--- config.mk ---
export PLATFORM = sky130hd
export DESIGN_NAME = tct_top
export DESIGN_NICKNAME = d
export VERILOG_FILES = /design/src/include/tct_pkg.sv /design/src/logic/tct_cadence.sv /design/src/logic/tct_top.sv
export SDC_FILE = /design/constraint.sdc
export NUM_CORES = 1
export LEC_CHECK = 0
export BUFFER_PORTS_ARGS = -buffer_cell sky130_fd_sc_hd__buf_2
export CAP_MARGIN = 20
export CORE_MARGIN = 5
export CORE_UTILIZATION = 58
export DETAILED_ROUTE_END_ITERATION = 7
export PLACE_DENSITY_LB_ADDON = 0.1
export SKIP_CTS_REPAIR_TIMING = 1
export SLEW_MARGIN = 25
export SYNTH_ARGS = -nofsm -noshare
export SYNTH_HDL_FRONTEND = slang
export SYNTH_SLANG_ARGS = --single-unit
--- constraint.sdc ---
create_clock -name core_clk_i -period 3.4 [get_ports core_clk_i]
set_input_delay 0.34 -clock core_clk_i [delete_from_list [all_inputs] [get_ports core_clk_i]]
set_output_delay 0.34 -clock core_clk_i [all_outputs]
set_load 0.01 [all_outputs]
--- src/include/tct_pkg.sv ---
package tct_pkg;

    ////////////////////////////////////////////////////////////////////////////
    // Bus widths
    localparam int ADDR_W = 8;
    localparam int DATA_W = 8;
    localparam int COUNT_W = 16;
    localparam int NUM_OSC = 4;
    localparam int NUM_TIMER = 8;

    ////////////////////////////////////////////////////////////////////////////
    // Register offsets
    localparam logic [7:0] TONE1_CONTROL_OFS = 8'h20;
    localparam logic [7:0] TONE2_CONTROL_OFS = 8'h21;
    localparam logic [7:0] RING_CONTROL_OFS = 8'h22;
    localparam logic [7:0] PULSE_METER_CONTROL_OFS = 8'h23;
    localparam logic [7:0] TONE1_ON_TIME_LOW_OFS = 8'h24;
    localparam logic [7:0] TONE1_ON_TIME_HIGH_OFS = 8'h25;
    localparam logic [7:0] TONE1_OFF_TIME_LOW_OFS = 8'h26;
    localparam logic [7:0] TONE1_OFF_TIME_HIGH_OFS = 8'h27;
    localparam logic [7:0] TONE2_ON_TIME_LOW_OFS = 8'h28;
    localparam logic [7:0] TONE2_ON_TIME_HIGH_OFS = 8'h29;
    localparam logic [7:0] TONE2_OFF_TIME_LOW_OFS = 8'h2A;
    localparam logic [7:0] TONE2_OFF_TIME_HIGH_OFS = 8'h2B;
    localparam logic [7:0] METER_ON_TIME_LOW_OFS = 8'h2C;
    localparam logic [7:0] METER_ON_TIME_HIGH_OFS = 8'h2D;
    localparam logic [7:0] METER_OFF_TIME_LOW_OFS = 8'h2E;
    localparam logic [7:0] METER_OFF_TIME_HIGH_OFS = 8'h2F;
    localparam logic [7:0] RING_ON_TIME_LOW_OFS = 8'h30;
    localparam logic [7:0] RING_ON_TIME_HIGH_OFS = 8'h31;
    localparam logic [7:0] RING_OFF_TIME_LOW_OFS = 8'h32;
    localparam logic [7:0] RING_OFF_TIME_HIGH_OFS = 8'h33;
    localparam logic [7:0] TIMER_LAST_OFS = 8'h33;

    ////////////////////////////////////////////////////////////////////////////
    // Control register fields
    localparam int CTRL_STATUS_BIT = 7;
    localparam int CTRL_ON_TIMER_BIT = 4;
    localparam int CTRL_OFF_TIMER_BIT = 3;
    localparam int CTRL_OSC_BIT = 2;
    localparam logic [2:0] CTRL_RESET = 3'h0;
    localparam logic [7:0] TIME_RESET = 8'h00;
    localparam logic [7:0] READ_ZERO = 8'h00;

    ////////////////////////////////////////////////////////////////////////////
    // Oscillator indices
    localparam int OSC_TONE1 = 0;
    localparam int OSC_TONE2 = 1;
    localparam int OSC_RING = 2;
    localparam int OSC_METER = 3;

    ////////////////////////////////////////////////////////////////////////////
    // Timing
    localparam int CLK_HZ = 10_000_000;
    localparam int TICK_US = 125;
    localparam int TICK_CYCLES = (CLK_HZ / 1_000_000) * TICK_US;

endpackage

--- src/logic/tct_cadence.sv ---
`timescale 1ns/100ps
module tct_cadence
    import tct_pkg::*;
#(
    parameter int TICK_LEN = TICK_CYCLES,
    parameter int CNT_W = COUNT_W
) (
    input wire logic core_clk_i,
    input wire logic nrst_i,
    input wire logic osc_enable_i,
    input wire logic on_timer_enable_i,
    input wire logic off_timer_enable_i,
    input wire logic [CNT_W-1:0] on_count_i,
    input wire logic [CNT_W-1:0] off_count_i,
    output logic signal_active_o
);

    initial begin
        if (TICK_LEN < 2 || CNT_W < 1) begin
            $error("tct_cadence: unsupported parameters");
        end
    end

    typedef enum logic [1:0] {
        CAD_IDLE = 2'b00,
        CAD_ON = 2'b01,
        CAD_OFF = 2'b10,
        CAD_HOLD = 2'b11
    } tct_cad_state_t;

    localparam int PRE_W = $clog2(TICK_LEN);
    localparam logic [PRE_W-1:0] PRE_LAST = PRE_W'(TICK_LEN - 1);

    tct_cad_state_t state_reg;
    tct_cad_state_t state_next;
    logic [PRE_W-1:0] pre_reg;
    logic [CNT_W-1:0] elapsed_reg;
    logic tick;
    logic on_done;
    logic off_done;

    ////////////////////////////////////////////////////////////////////////////
    // 125 us tick, held at zero until the first interval is entered
    // Starting it with the active output keeps the first interval full length
    always_ff @(posedge core_clk_i or negedge nrst_i) begin
        if (!nrst_i) begin
            pre_reg <= '0;
        end else if (!osc_enable_i || state_reg == CAD_IDLE || pre_reg == PRE_LAST) begin
            pre_reg <= '0;
        end else begin
            pre_reg <= pre_reg + 1'b1;
        end
    end

    assign tick = (pre_reg == PRE_LAST);
    // Zero count acts as one tick
    assign on_done = tick && (elapsed_reg + 1'b1 >= on_count_i);
    assign off_done = tick && (elapsed_reg + 1'b1 >= off_count_i);

    ////////////////////////////////////////////////////////////////////////////
    // Interval sequencing
    always_comb begin
        state_next = state_reg;
        unique case (state_reg)
            CAD_IDLE: if (osc_enable_i) state_next = CAD_ON;
            CAD_ON: begin
                if (on_timer_enable_i && on_done) begin
                    state_next = off_timer_enable_i ? CAD_OFF : CAD_HOLD;
                end
            end
            CAD_OFF: if (off_done) state_next = on_timer_enable_i ? CAD_ON : CAD_HOLD;
            CAD_HOLD: state_next = CAD_HOLD;
        endcase
        if (!osc_enable_i) begin
            state_next = CAD_IDLE;
        end
    end

    always_ff @(posedge core_clk_i or negedge nrst_i) begin
        if (!nrst_i) begin
            state_reg <= CAD_IDLE;
        end else begin
            state_reg <= state_next;
        end
    end

    ////////////////////////////////////////////////////////////////////////////
    // Elapsed ticks within current interval
    always_ff @(posedge core_clk_i or negedge nrst_i) begin
        if (!nrst_i) begin
            elapsed_reg <= '0;
        end else if (state_next != state_reg) begin
            elapsed_reg <= '0;
        end else if (tick) begin
            elapsed_reg <= elapsed_reg + 1'b1;
        end
    end

    ////////////////////////////////////////////////////////////////////////////
    // Active only in the on interval
    always_ff @(posedge core_clk_i or negedge nrst_i) begin
        if (!nrst_i) begin
            signal_active_o <= 1'b0;
        end else begin
            signal_active_o <= (state_next == CAD_ON);
        end
    end

endmodule

--- src/logic/tct_top.sv ---
// Design decision made here: the address-and-strobe port.
`timescale 1ns/100ps
module tct_top
    import tct_pkg::*;
#(
    parameter int TICK_LEN = TICK_CYCLES
) (
    input wire logic core_clk_i,
    input wire logic nrst_i,
    input wire logic [ADDR_W-1:0] addr_i,
    input wire logic [DATA_W-1:0] wdata_i,
    input wire logic write_i,
    input wire logic read_i,
    output logic [DATA_W-1:0] rdata_o,
    output logic tone1_active_o,
    output logic tone2_active_o,
    output logic ring_active_o,
    output logic meter_signal_active_o
);

    ////////////////////////////////////////////////////////////////////////////
    // Elaboration checks
    initial begin
        if (TICK_LEN < 2) begin
            $error("tct_top: tick length too short");
        end
    end

    ////////////////////////////////////////////////////////////////////////////
    // Declarations
    logic [2:0] ctrl_reg [NUM_OSC];
    logic [DATA_W-1:0] time_low_reg [NUM_TIMER];
    logic [DATA_W-1:0] time_high_reg [NUM_TIMER];
    logic [COUNT_W-1:0] time_count [NUM_TIMER];
    logic [NUM_OSC-1:0] osc_active;
    logic [DATA_W-1:0] rdata_reg;
    logic [DATA_W-1:0] rdata_next;
    logic ctrl_hit;
    logic timer_hit;
    logic [ADDR_W-1:0] ctrl_ofs;
    logic [ADDR_W-1:0] timer_ofs;
    logic [1:0] ctrl_sel;
    logic [2:0] timer_sel;
    logic timer_high_sel;

    ////////////////////////////////////////////////////////////////////////////
    // Address decode
    assign ctrl_ofs = addr_i - TONE1_CONTROL_OFS;
    assign timer_ofs = addr_i - TONE1_ON_TIME_LOW_OFS;
    assign ctrl_hit = (addr_i >= TONE1_CONTROL_OFS) && (addr_i <= PULSE_METER_CONTROL_OFS);
    assign timer_hit = (addr_i >= TONE1_ON_TIME_LOW_OFS) && (addr_i <= TIMER_LAST_OFS);
    assign ctrl_sel = ctrl_ofs[1:0];
    assign timer_sel = timer_ofs[3:1];
    assign timer_high_sel = timer_ofs[0];

    ////////////////////////////////////////////////////////////////////////////
    // Control registers, one per oscillator
    // Bits held as {on timer enable, off timer enable, oscillator enable}
    generate
        for (genvar c = 0; c < NUM_OSC; c++) begin : g_ctrl
            always_ff @(posedge core_clk_i or negedge nrst_i) begin
                if (!nrst_i) begin
                    ctrl_reg[c] <= CTRL_RESET;
                end else if (write_i && ctrl_hit && ctrl_sel == 2'(c)) begin
                    ctrl_reg[c] <= {wdata_i[CTRL_ON_TIMER_BIT],
                                    wdata_i[CTRL_OFF_TIMER_BIT],
                                    wdata_i[CTRL_OSC_BIT]};
                end
            end
        end
    endgenerate

    ////////////////////////////////////////////////////////////////////////////
    // Timer byte registers, low and high byte per count
    generate
        for (genvar t = 0; t < NUM_TIMER; t++) begin : g_timer
            always_ff @(posedge core_clk_i or negedge nrst_i) begin
                if (!nrst_i) begin
                    time_low_reg[t] <= TIME_RESET;
                end else if (write_i && timer_hit && timer_sel == 3'(t) && !timer_high_sel) begin
                    time_low_reg[t] <= wdata_i;
                end
            end

            always_ff @(posedge core_clk_i or negedge nrst_i) begin
                if (!nrst_i) begin
                    time_high_reg[t] <= TIME_RESET;
                end else if (write_i && timer_hit && timer_sel == 3'(t) && timer_high_sel) begin
                    time_high_reg[t] <= wdata_i;
                end
            end

            // High byte carries bits 15:8
            assign time_count[t] = {time_high_reg[t], time_low_reg[t]};
        end
    endgenerate

    ////////////////////////////////////////////////////////////////////////////
    // Cadence engines
    // Timer pairs are laid out tone1, tone2, meter, ring
    tct_cadence #(
        .TICK_LEN(TICK_LEN),
        .CNT_W(COUNT_W)
    ) u_tone1 (
        .core_clk_i(core_clk_i),
        .nrst_i(nrst_i),
        .osc_enable_i(ctrl_reg[OSC_TONE1][0]),
        .on_timer_enable_i(ctrl_reg[OSC_TONE1][2]),
        .off_timer_enable_i(ctrl_reg[OSC_TONE1][1]),
        .on_count_i(time_count[0]),
        .off_count_i(time_count[1]),
        .signal_active_o(osc_active[OSC_TONE1])
    );

    tct_cadence #(
        .TICK_LEN(TICK_LEN),
        .CNT_W(COUNT_W)
    ) u_tone2 (
        .core_clk_i(core_clk_i),
        .nrst_i(nrst_i),
        .osc_enable_i(ctrl_reg[OSC_TONE2][0]),
        .on_timer_enable_i(ctrl_reg[OSC_TONE2][2]),
        .off_timer_enable_i(ctrl_reg[OSC_TONE2][1]),
        .on_count_i(time_count[2]),
        .off_count_i(time_count[3]),
        .signal_active_o(osc_active[OSC_TONE2])
    );

    tct_cadence #(
        .TICK_LEN(TICK_LEN),
        .CNT_W(COUNT_W)
    ) u_meter (
        .core_clk_i(core_clk_i),
        .nrst_i(nrst_i),
        .osc_enable_i(ctrl_reg[OSC_METER][0]),
        .on_timer_enable_i(ctrl_reg[OSC_METER][2]),
        .off_timer_enable_i(ctrl_reg[OSC_METER][1]),
        .on_count_i(time_count[4]),
        .off_count_i(time_count[5]),
        .signal_active_o(osc_active[OSC_METER])
    );

    tct_cadence #(
        .TICK_LEN(TICK_LEN),
        .CNT_W(COUNT_W)
    ) u_ring (
        .core_clk_i(core_clk_i),
        .nrst_i(nrst_i),
        .osc_enable_i(ctrl_reg[OSC_RING][0]),
        .on_timer_enable_i(ctrl_reg[OSC_RING][2]),
        .off_timer_enable_i(ctrl_reg[OSC_RING][1]),
        .on_count_i(time_count[6]),
        .off_count_i(time_count[7]),
        .signal_active_o(osc_active[OSC_RING])
    );

    ////////////////////////////////////////////////////////////////////////////
    // Read multiplexer; reserved bits and unmapped offsets read zero
    always_comb begin
        rdata_next = READ_ZERO;
        if (read_i && ctrl_hit) begin
            rdata_next[CTRL_STATUS_BIT] = osc_active[ctrl_sel];
            rdata_next[CTRL_ON_TIMER_BIT] = ctrl_reg[ctrl_sel][2];
            rdata_next[CTRL_OFF_TIMER_BIT] = ctrl_reg[ctrl_sel][1];
            rdata_next[CTRL_OSC_BIT] = ctrl_reg[ctrl_sel][0];
        end else if (read_i && timer_hit) begin
            rdata_next = timer_high_sel ? time_high_reg[timer_sel] : time_low_reg[timer_sel];
        end
    end

    ////////////////////////////////////////////////////////////////////////////
    // Read data stand one cycle after the strobe only
    always_ff @(posedge core_clk_i or negedge nrst_i) begin
        if (!nrst_i) begin
            rdata_reg <= READ_ZERO;
        end else begin
            rdata_reg <= rdata_next;
        end
    end

    ////////////////////////////////////////////////////////////////////////////
    // Outputs
    assign rdata_o = rdata_reg;
    assign tone1_active_o = osc_active[OSC_TONE1];
    assign tone2_active_o = osc_active[OSC_TONE2];
    assign ring_active_o = osc_active[OSC_RING];
    assign meter_signal_active_o = osc_active[OSC_METER];

endmodule

Word level (Yosys, flattened, before mapping). Index checks and enable logic that the tools add are counted.

Register bits after elaboration: 268. Bits of input ports: 20. Logic and storage cells: 220.

Add/subtract/negate cells: 10. Order comparisons: 15. Eq/ne operators: 34. Muxes and demuxes: 53. Bitwise gates (word level): 2. Reduce and logical (&&, ||, !) cells: 69.

Operator list (count): 16-bit >= comparator (8); 16-bit 2-to-1 mux (8); 16-bit by 1-bit adder with 16-bit output, second input constant (4); 8-bit binary-select mux with 3-bit select (2); 8-bit 2-to-1 mux (6); 1-bit logical AND (46); 11-bit by 1-bit adder with 11-bit output, second input constant (4); 11-bit == test, second input constant (4); 11-bit 2-to-1 mux (4); 2-bit 2-to-1 mux (18); 2-bit case mux with 4 select lines (4); 2-bit == test, second input constant (10); 2-bit by 1-bit == test with 1-bit output, second input constant (9); 8-bit by 6-bit >= comparator with 1-bit output, second input constant (2); 8-bit by 6-bit <= comparator with 1-bit output, second input constant (2); 3-bit == test, second input constant (4); 2-bit zero test (5); 3-bit 2-to-1 mux (3); 1-bit logical OR (8); 2-bit != test (4); 2-bit nonzero test (4); 3-bit binary-select mux with 2-bit select (1); 3-bit by 2-bit == test with 1-bit output, second input constant (2); 1-bit 2-to-1 mux (6); 11 further kinds (15).

Depth between registers and ports, before layout.
Depth in word-level cells: 9. Mapped depth: 15. Gate-level depth less buffers: 13.

Modules after synthesis. A second synthesis with hierarchy kept.

Cells, all modules: 1629. Area, all modules: 17319.1 µm².

By module, submodules not included: tct_cadence (instances 4, cells each 292, area each 2571.2 µm², seq. area each 750.7 µm²); tct_top (instances 1, cells each 461, area each 7034.2 µm², seq. area each 3703.6 µm²).

Worst setup path before layout. Ideal clock, no wire load.

Path kind: flip-flop to flip-flop. From: register u_tone2.elapsed_reg[0]. To: register u_tone2.elapsed_reg[10]. Setup time: 0.077 ns. Arrival time: 3.257 ns. Data required time: 3.323 ns. Path slack: 0.065 ns. Stages on the path, launching flop included: 16. Buffers on the path: 2. Period minus slack after synthesis: 3.335 ns. Cell sequence: dfrtp_1 ha_1 nand3_1 nor2_1 nand3_1 nor2_1 xor2_1 ha_1 a21o_1 a211o_1 a221oi_1 o21ai_1 or2_2 clkbuf_1 clkbuf_1 a21oi_1.

Cells in the longest elaborated chain, start to end: 9.

RTL lines: start: declaration (line tct_cadence.sv:37) `logic [CNT_W-1:0] elapsed_reg;`; start signal: assignment (line tct_cadence.sv:95) `elapsed_reg <= elapsed_reg + 1'b1;`; 16-bit by 1-bit adder with 16-bit output * (line tct_cadence.sv:57, tct_cadence.sv:58, tct_cadence.sv:95); 16-bit >= comparator (line tct_cadence.sv:57) `assign on_done = tick && (elapsed_reg + 1'b1 >= on_count_i);`; 1-bit logical AND (line tct_cadence.sv:57); 1-bit logical AND (line tct_cadence.sv:67) `if (on_timer_enable_i && on_done) begin`; 2-bit 2-to-1 mux (line tct_cadence.sv:67); 2-bit case mux with 4 select lines (line tct_cadence.sv:64) `unique case (state_reg)`; 2-bit 2-to-1 mux (line tct_cadence.sv:74) `if (!osc_enable_i) begin`; 2-bit != test (line tct_cadence.sv:92) `end else if (state_next != state_reg) begin`; 16-bit 2-to-1 mux or 2-bit nonzero test (tied branches).

Every way passes the cells marked *; elsewhere a longest branch is shown, timed or not. The select of a mux whose other input is x is not followed. A chain may end at the register's enable or synchronous reset.

Worst setup path in the final report.
From: register u_tone1.elapsed_reg[0]. To: register u_tone1.elapsed_reg[7].

Cells in the longest elaborated chain, start to end: 9.

RTL lines (line): start: declaration (tct_cadence.sv:37); start signal: assignment (tct_cadence.sv:95); 16-bit by 1-bit adder with 16-bit output * (tct_cadence.sv:57, tct_cadence.sv:58, tct_cadence.sv:95); 16-bit >= comparator (tct_cadence.sv:57); 1-bit logical AND (tct_cadence.sv:57); 1-bit logical AND (tct_cadence.sv:67); 2-bit 2-to-1 mux (tct_cadence.sv:67); 2-bit case mux with 4 select lines (tct_cadence.sv:64); 2-bit 2-to-1 mux (tct_cadence.sv:74); 2-bit != test (tct_cadence.sv:92); 16-bit 2-to-1 mux or 2-bit nonzero test (tied branches).

Marked as above.

==> run metrics <==
placed cell areas=around 17,000 µm²; Slew Viols, Final=0; Root Buffer=clkbuf_16; Chip Width=between 150 and 200 µm; sequential share of the synthesized area=41.26%; leakage=between 8 and 9 nW; Hold Crit Class=in2reg; Final setup viols=0; DP Wirelength=between 20 and 30 mm; WS Path Type=reg2reg; Clock power frac=between 40% and 50%; Synth Instances=1,627; combinational power share=approximately a tenth; post-synth top area share=approximately 41%; Initial Util=58.66%; Routed Antenna Nets=0; Synth Flop Type=dfrtp_1; die area=around 31,000 µm²; gpl congestion=0.9052; internal power=between 5 and 6 mW; Mapped Avg Cell Area=roughly 10 µm²; top area cells in the synthesized netlist=dfrtp_1 (41%), ha_1 (11%), mux4_2 (6.1%); Max Cap Viol=0; outcome=finished clean; Min Hold Slack=0.2201 ns; Core Footprint=~28,000 µm²; asr flop ratio synth=100.0%; vias per cell=between 5 and 6; port buffer count=31; via count=between 10,000 and 15,000; global route overflow=0; Ports=32; Reg-to-Reg End=u_tone1.elapsed_reg[7]; Synth Net Count=about 1,800; yosys warns=0; #FFs+latches synth=between 200 and 300; final WL=about 40 mm; Final Hold Viols=0; per-cell routed wire length=between 15 and 20 µm; Power Dens Cells=between 400 and 500 nW/µm²; DRC viols=0; critical path required time=just under 4 ns; Worst setup endpoint=u_tone1.elapsed_reg[7]; Clock Path Buffers=3; total track usage=about a quarter; Final Instance Area=about 18,000 µm²; CTS clk-pin slew, worst paths=roughly 0.06 ns; sw power=between 1.5 and 2 mW; commonest non-fill, non-tap cell in the layout=dfrtp_1; Final min period=roughly 3.2 ns; initial antenna violation count=5; worst-path fanout max=16; max frequency=0.3088 GHz; max FFs per register=approximately 130; Post-Synthesis Cell Area=roughly 16,000 µm²; RSZ-0062 raised after global routing=yes; crit start category=flop; Worst path max stage delay=about 0.43 ns; Distinct cells, synth=64; R2R depth=12; Final Skew=between 0.009 and 0.01 ns; Max H-tree Level=1; r2r startpoint=u_tone1.elapsed_reg[0]; Final WS setup=around 0.16 ns; Crit path max-delay family=compound AO/OA/AOI/OAI gates; Worst EP arrival=approximately 3.7 ns; register share of total power=45.2%; R2R setup slack=between 0.15 and 0.2 ns; first-pass GRT wire length=about 63 mm; most frequent cells in the layout=dfrtp_1 (267), nand2_1 (155), inv_1 (148), ha_1 (141), nor2_1 (131); Worst setup EP type=flop; largest net degree at the start of global routing=78; clock sink total=approximately 270; DR iter-0 viols=1,019; TritonRoute pass-1 iters=5; slowest cell on the critical path=dfrtp_1; Post-synth EDFFs=0; Max-slew headroom=43.16%; Levels on crit path=12; Area Overhead vs Synth=12.36%; VDD IR max=between 0.3 and 0.4 mV; Tcrit/Tclk final=between 90% and 100%; pre-CTS setup slack=-0.09069 ns; CTS tree=built; cells along the critical path=ha_1 -> and3_1 -> and3_2 -> xor2_1 -> ha_1 -> and3_1 -> a221o_1 -> a31o_2 -> a31oi_2 -> a221oi_4 -> buf_12 -> nor2_1; Least-Margin Pin Slew=approximately 0.85 ns; total CTS buffers=31; Switching Share=between 20% and 30%; final net count=~1,800; Clk Latency, worst-skew pair=around 0.57 ns; vias in the first global route=approximately 12,000; CP bufs+invs=1; row count=slightly above 60; die height=around 180 µm; Yosys top cell by area=dfrtp_1; worst setup path startpoint=u_tone1.elapsed_reg[0]; share of cells above drive strength 1=around 16%
==> cells by family after synthesis <==
group / Yosys count / share of synthesized area, %
simple gates: 509 / 14.67
flops: 268 / 41.26
compound gates: 228 / 8.538
buf+inv: 204 / 4.788
xor+xnor: 152 / 8.191
fa+ha+maj: 142 / 10.93
mux: 124 / 11.62
==> synth_stat cells (all sizes together), types with 22 or more instances <==
master    n
nand4    28
nand3    51
nor2    133
and3     22
ha      142
clkbuf   45
dfrtp   268
mux4     44
nor3     59
inv     148
o21ai    95
xnor2    82
nand2   155
xor2     70
a21oi    58
mux2     77
==> per-stage QoR <==
step / power (mW) / TNS, ns / cells / util, %
2_1_floorplan: 4.029 / 0 / 1627 / -
3_3_place_gp: 4.334 / 0 / 2022 / 61.43
3_5_place_dp: 4.357 / -1.908 / 2022 / 61.43
4_1_cts: 7.832 / -2.793 / 2079 / 65.28
5_1_grt: 8.093 / 0 / 2088 / 65.92
6_report: 7.792 / 0 / 2088 / 65.92
==> power groups by stage <==
stage / combinational [mW] / sequential, mW / clock [mW]
after floorplan: 0.529 / 3.50 / 0
after global placement: 0.771 / 3.56 / 0
after detailed placement: 0.791 / 3.57 / 0
after CTS: 0.795 / 3.51 / 3.53
after global routing: 0.896 / 3.53 / 3.67
final: 0.803 / 3.52 / 3.47
==> area by class of cell <==
class	count	area [µm²]
multi-input combinational	1155	8866
clock inverter	15	210.2
sequential	268	6708
inverter	148	555.5
timing repair buffer	81	590.6
fill	2240	9443
tap	378	473.0
clock buffer	42	857.1
antenna	1	2.502
==> layer usage <==
| metal | GRT usage [%] | part of all wire [%] |
|---|---|---|
| met4 | 7.767 | 3.0 |
| met3 | 4.452 | 6.1 |
| met2 | 38.46 | 44 |
| met5 | 0 | 0.12 |
| met1 | 36.86 | 47 |
==> worst register-to-register path, delay by kind of cell (launching register included) <==
family / cells / cell delay (ns)
compound gates: 4 / 0.97
xor+xnor: 1 / 0.29
fa+ha+maj: 2 / 0.55
buf+inv: 1 / 0.17
flops: 1 / 0.43
simple gates: 4 / 0.75
==> worst min-delay path by stage <==
stage	start	endpoint	slack, ns	depth (start not counted)
floorplan	nrst_i	ctrl_reg[0]	0.04	0
global placement	nrst_i	u_ring.elapsed_reg[8]	0.35	1
detailed placement	nrst_i	u_ring.elapsed_reg[8]	0.35	1
CTS	nrst_i	u_ring.elapsed_reg[10]	-0.25	1
global route	read_i	rdata_o[7]	0.23	3
finish	read_i	rdata_o[2]	0.22	3
No activity file was read; power rests on OpenSTA's default activity.
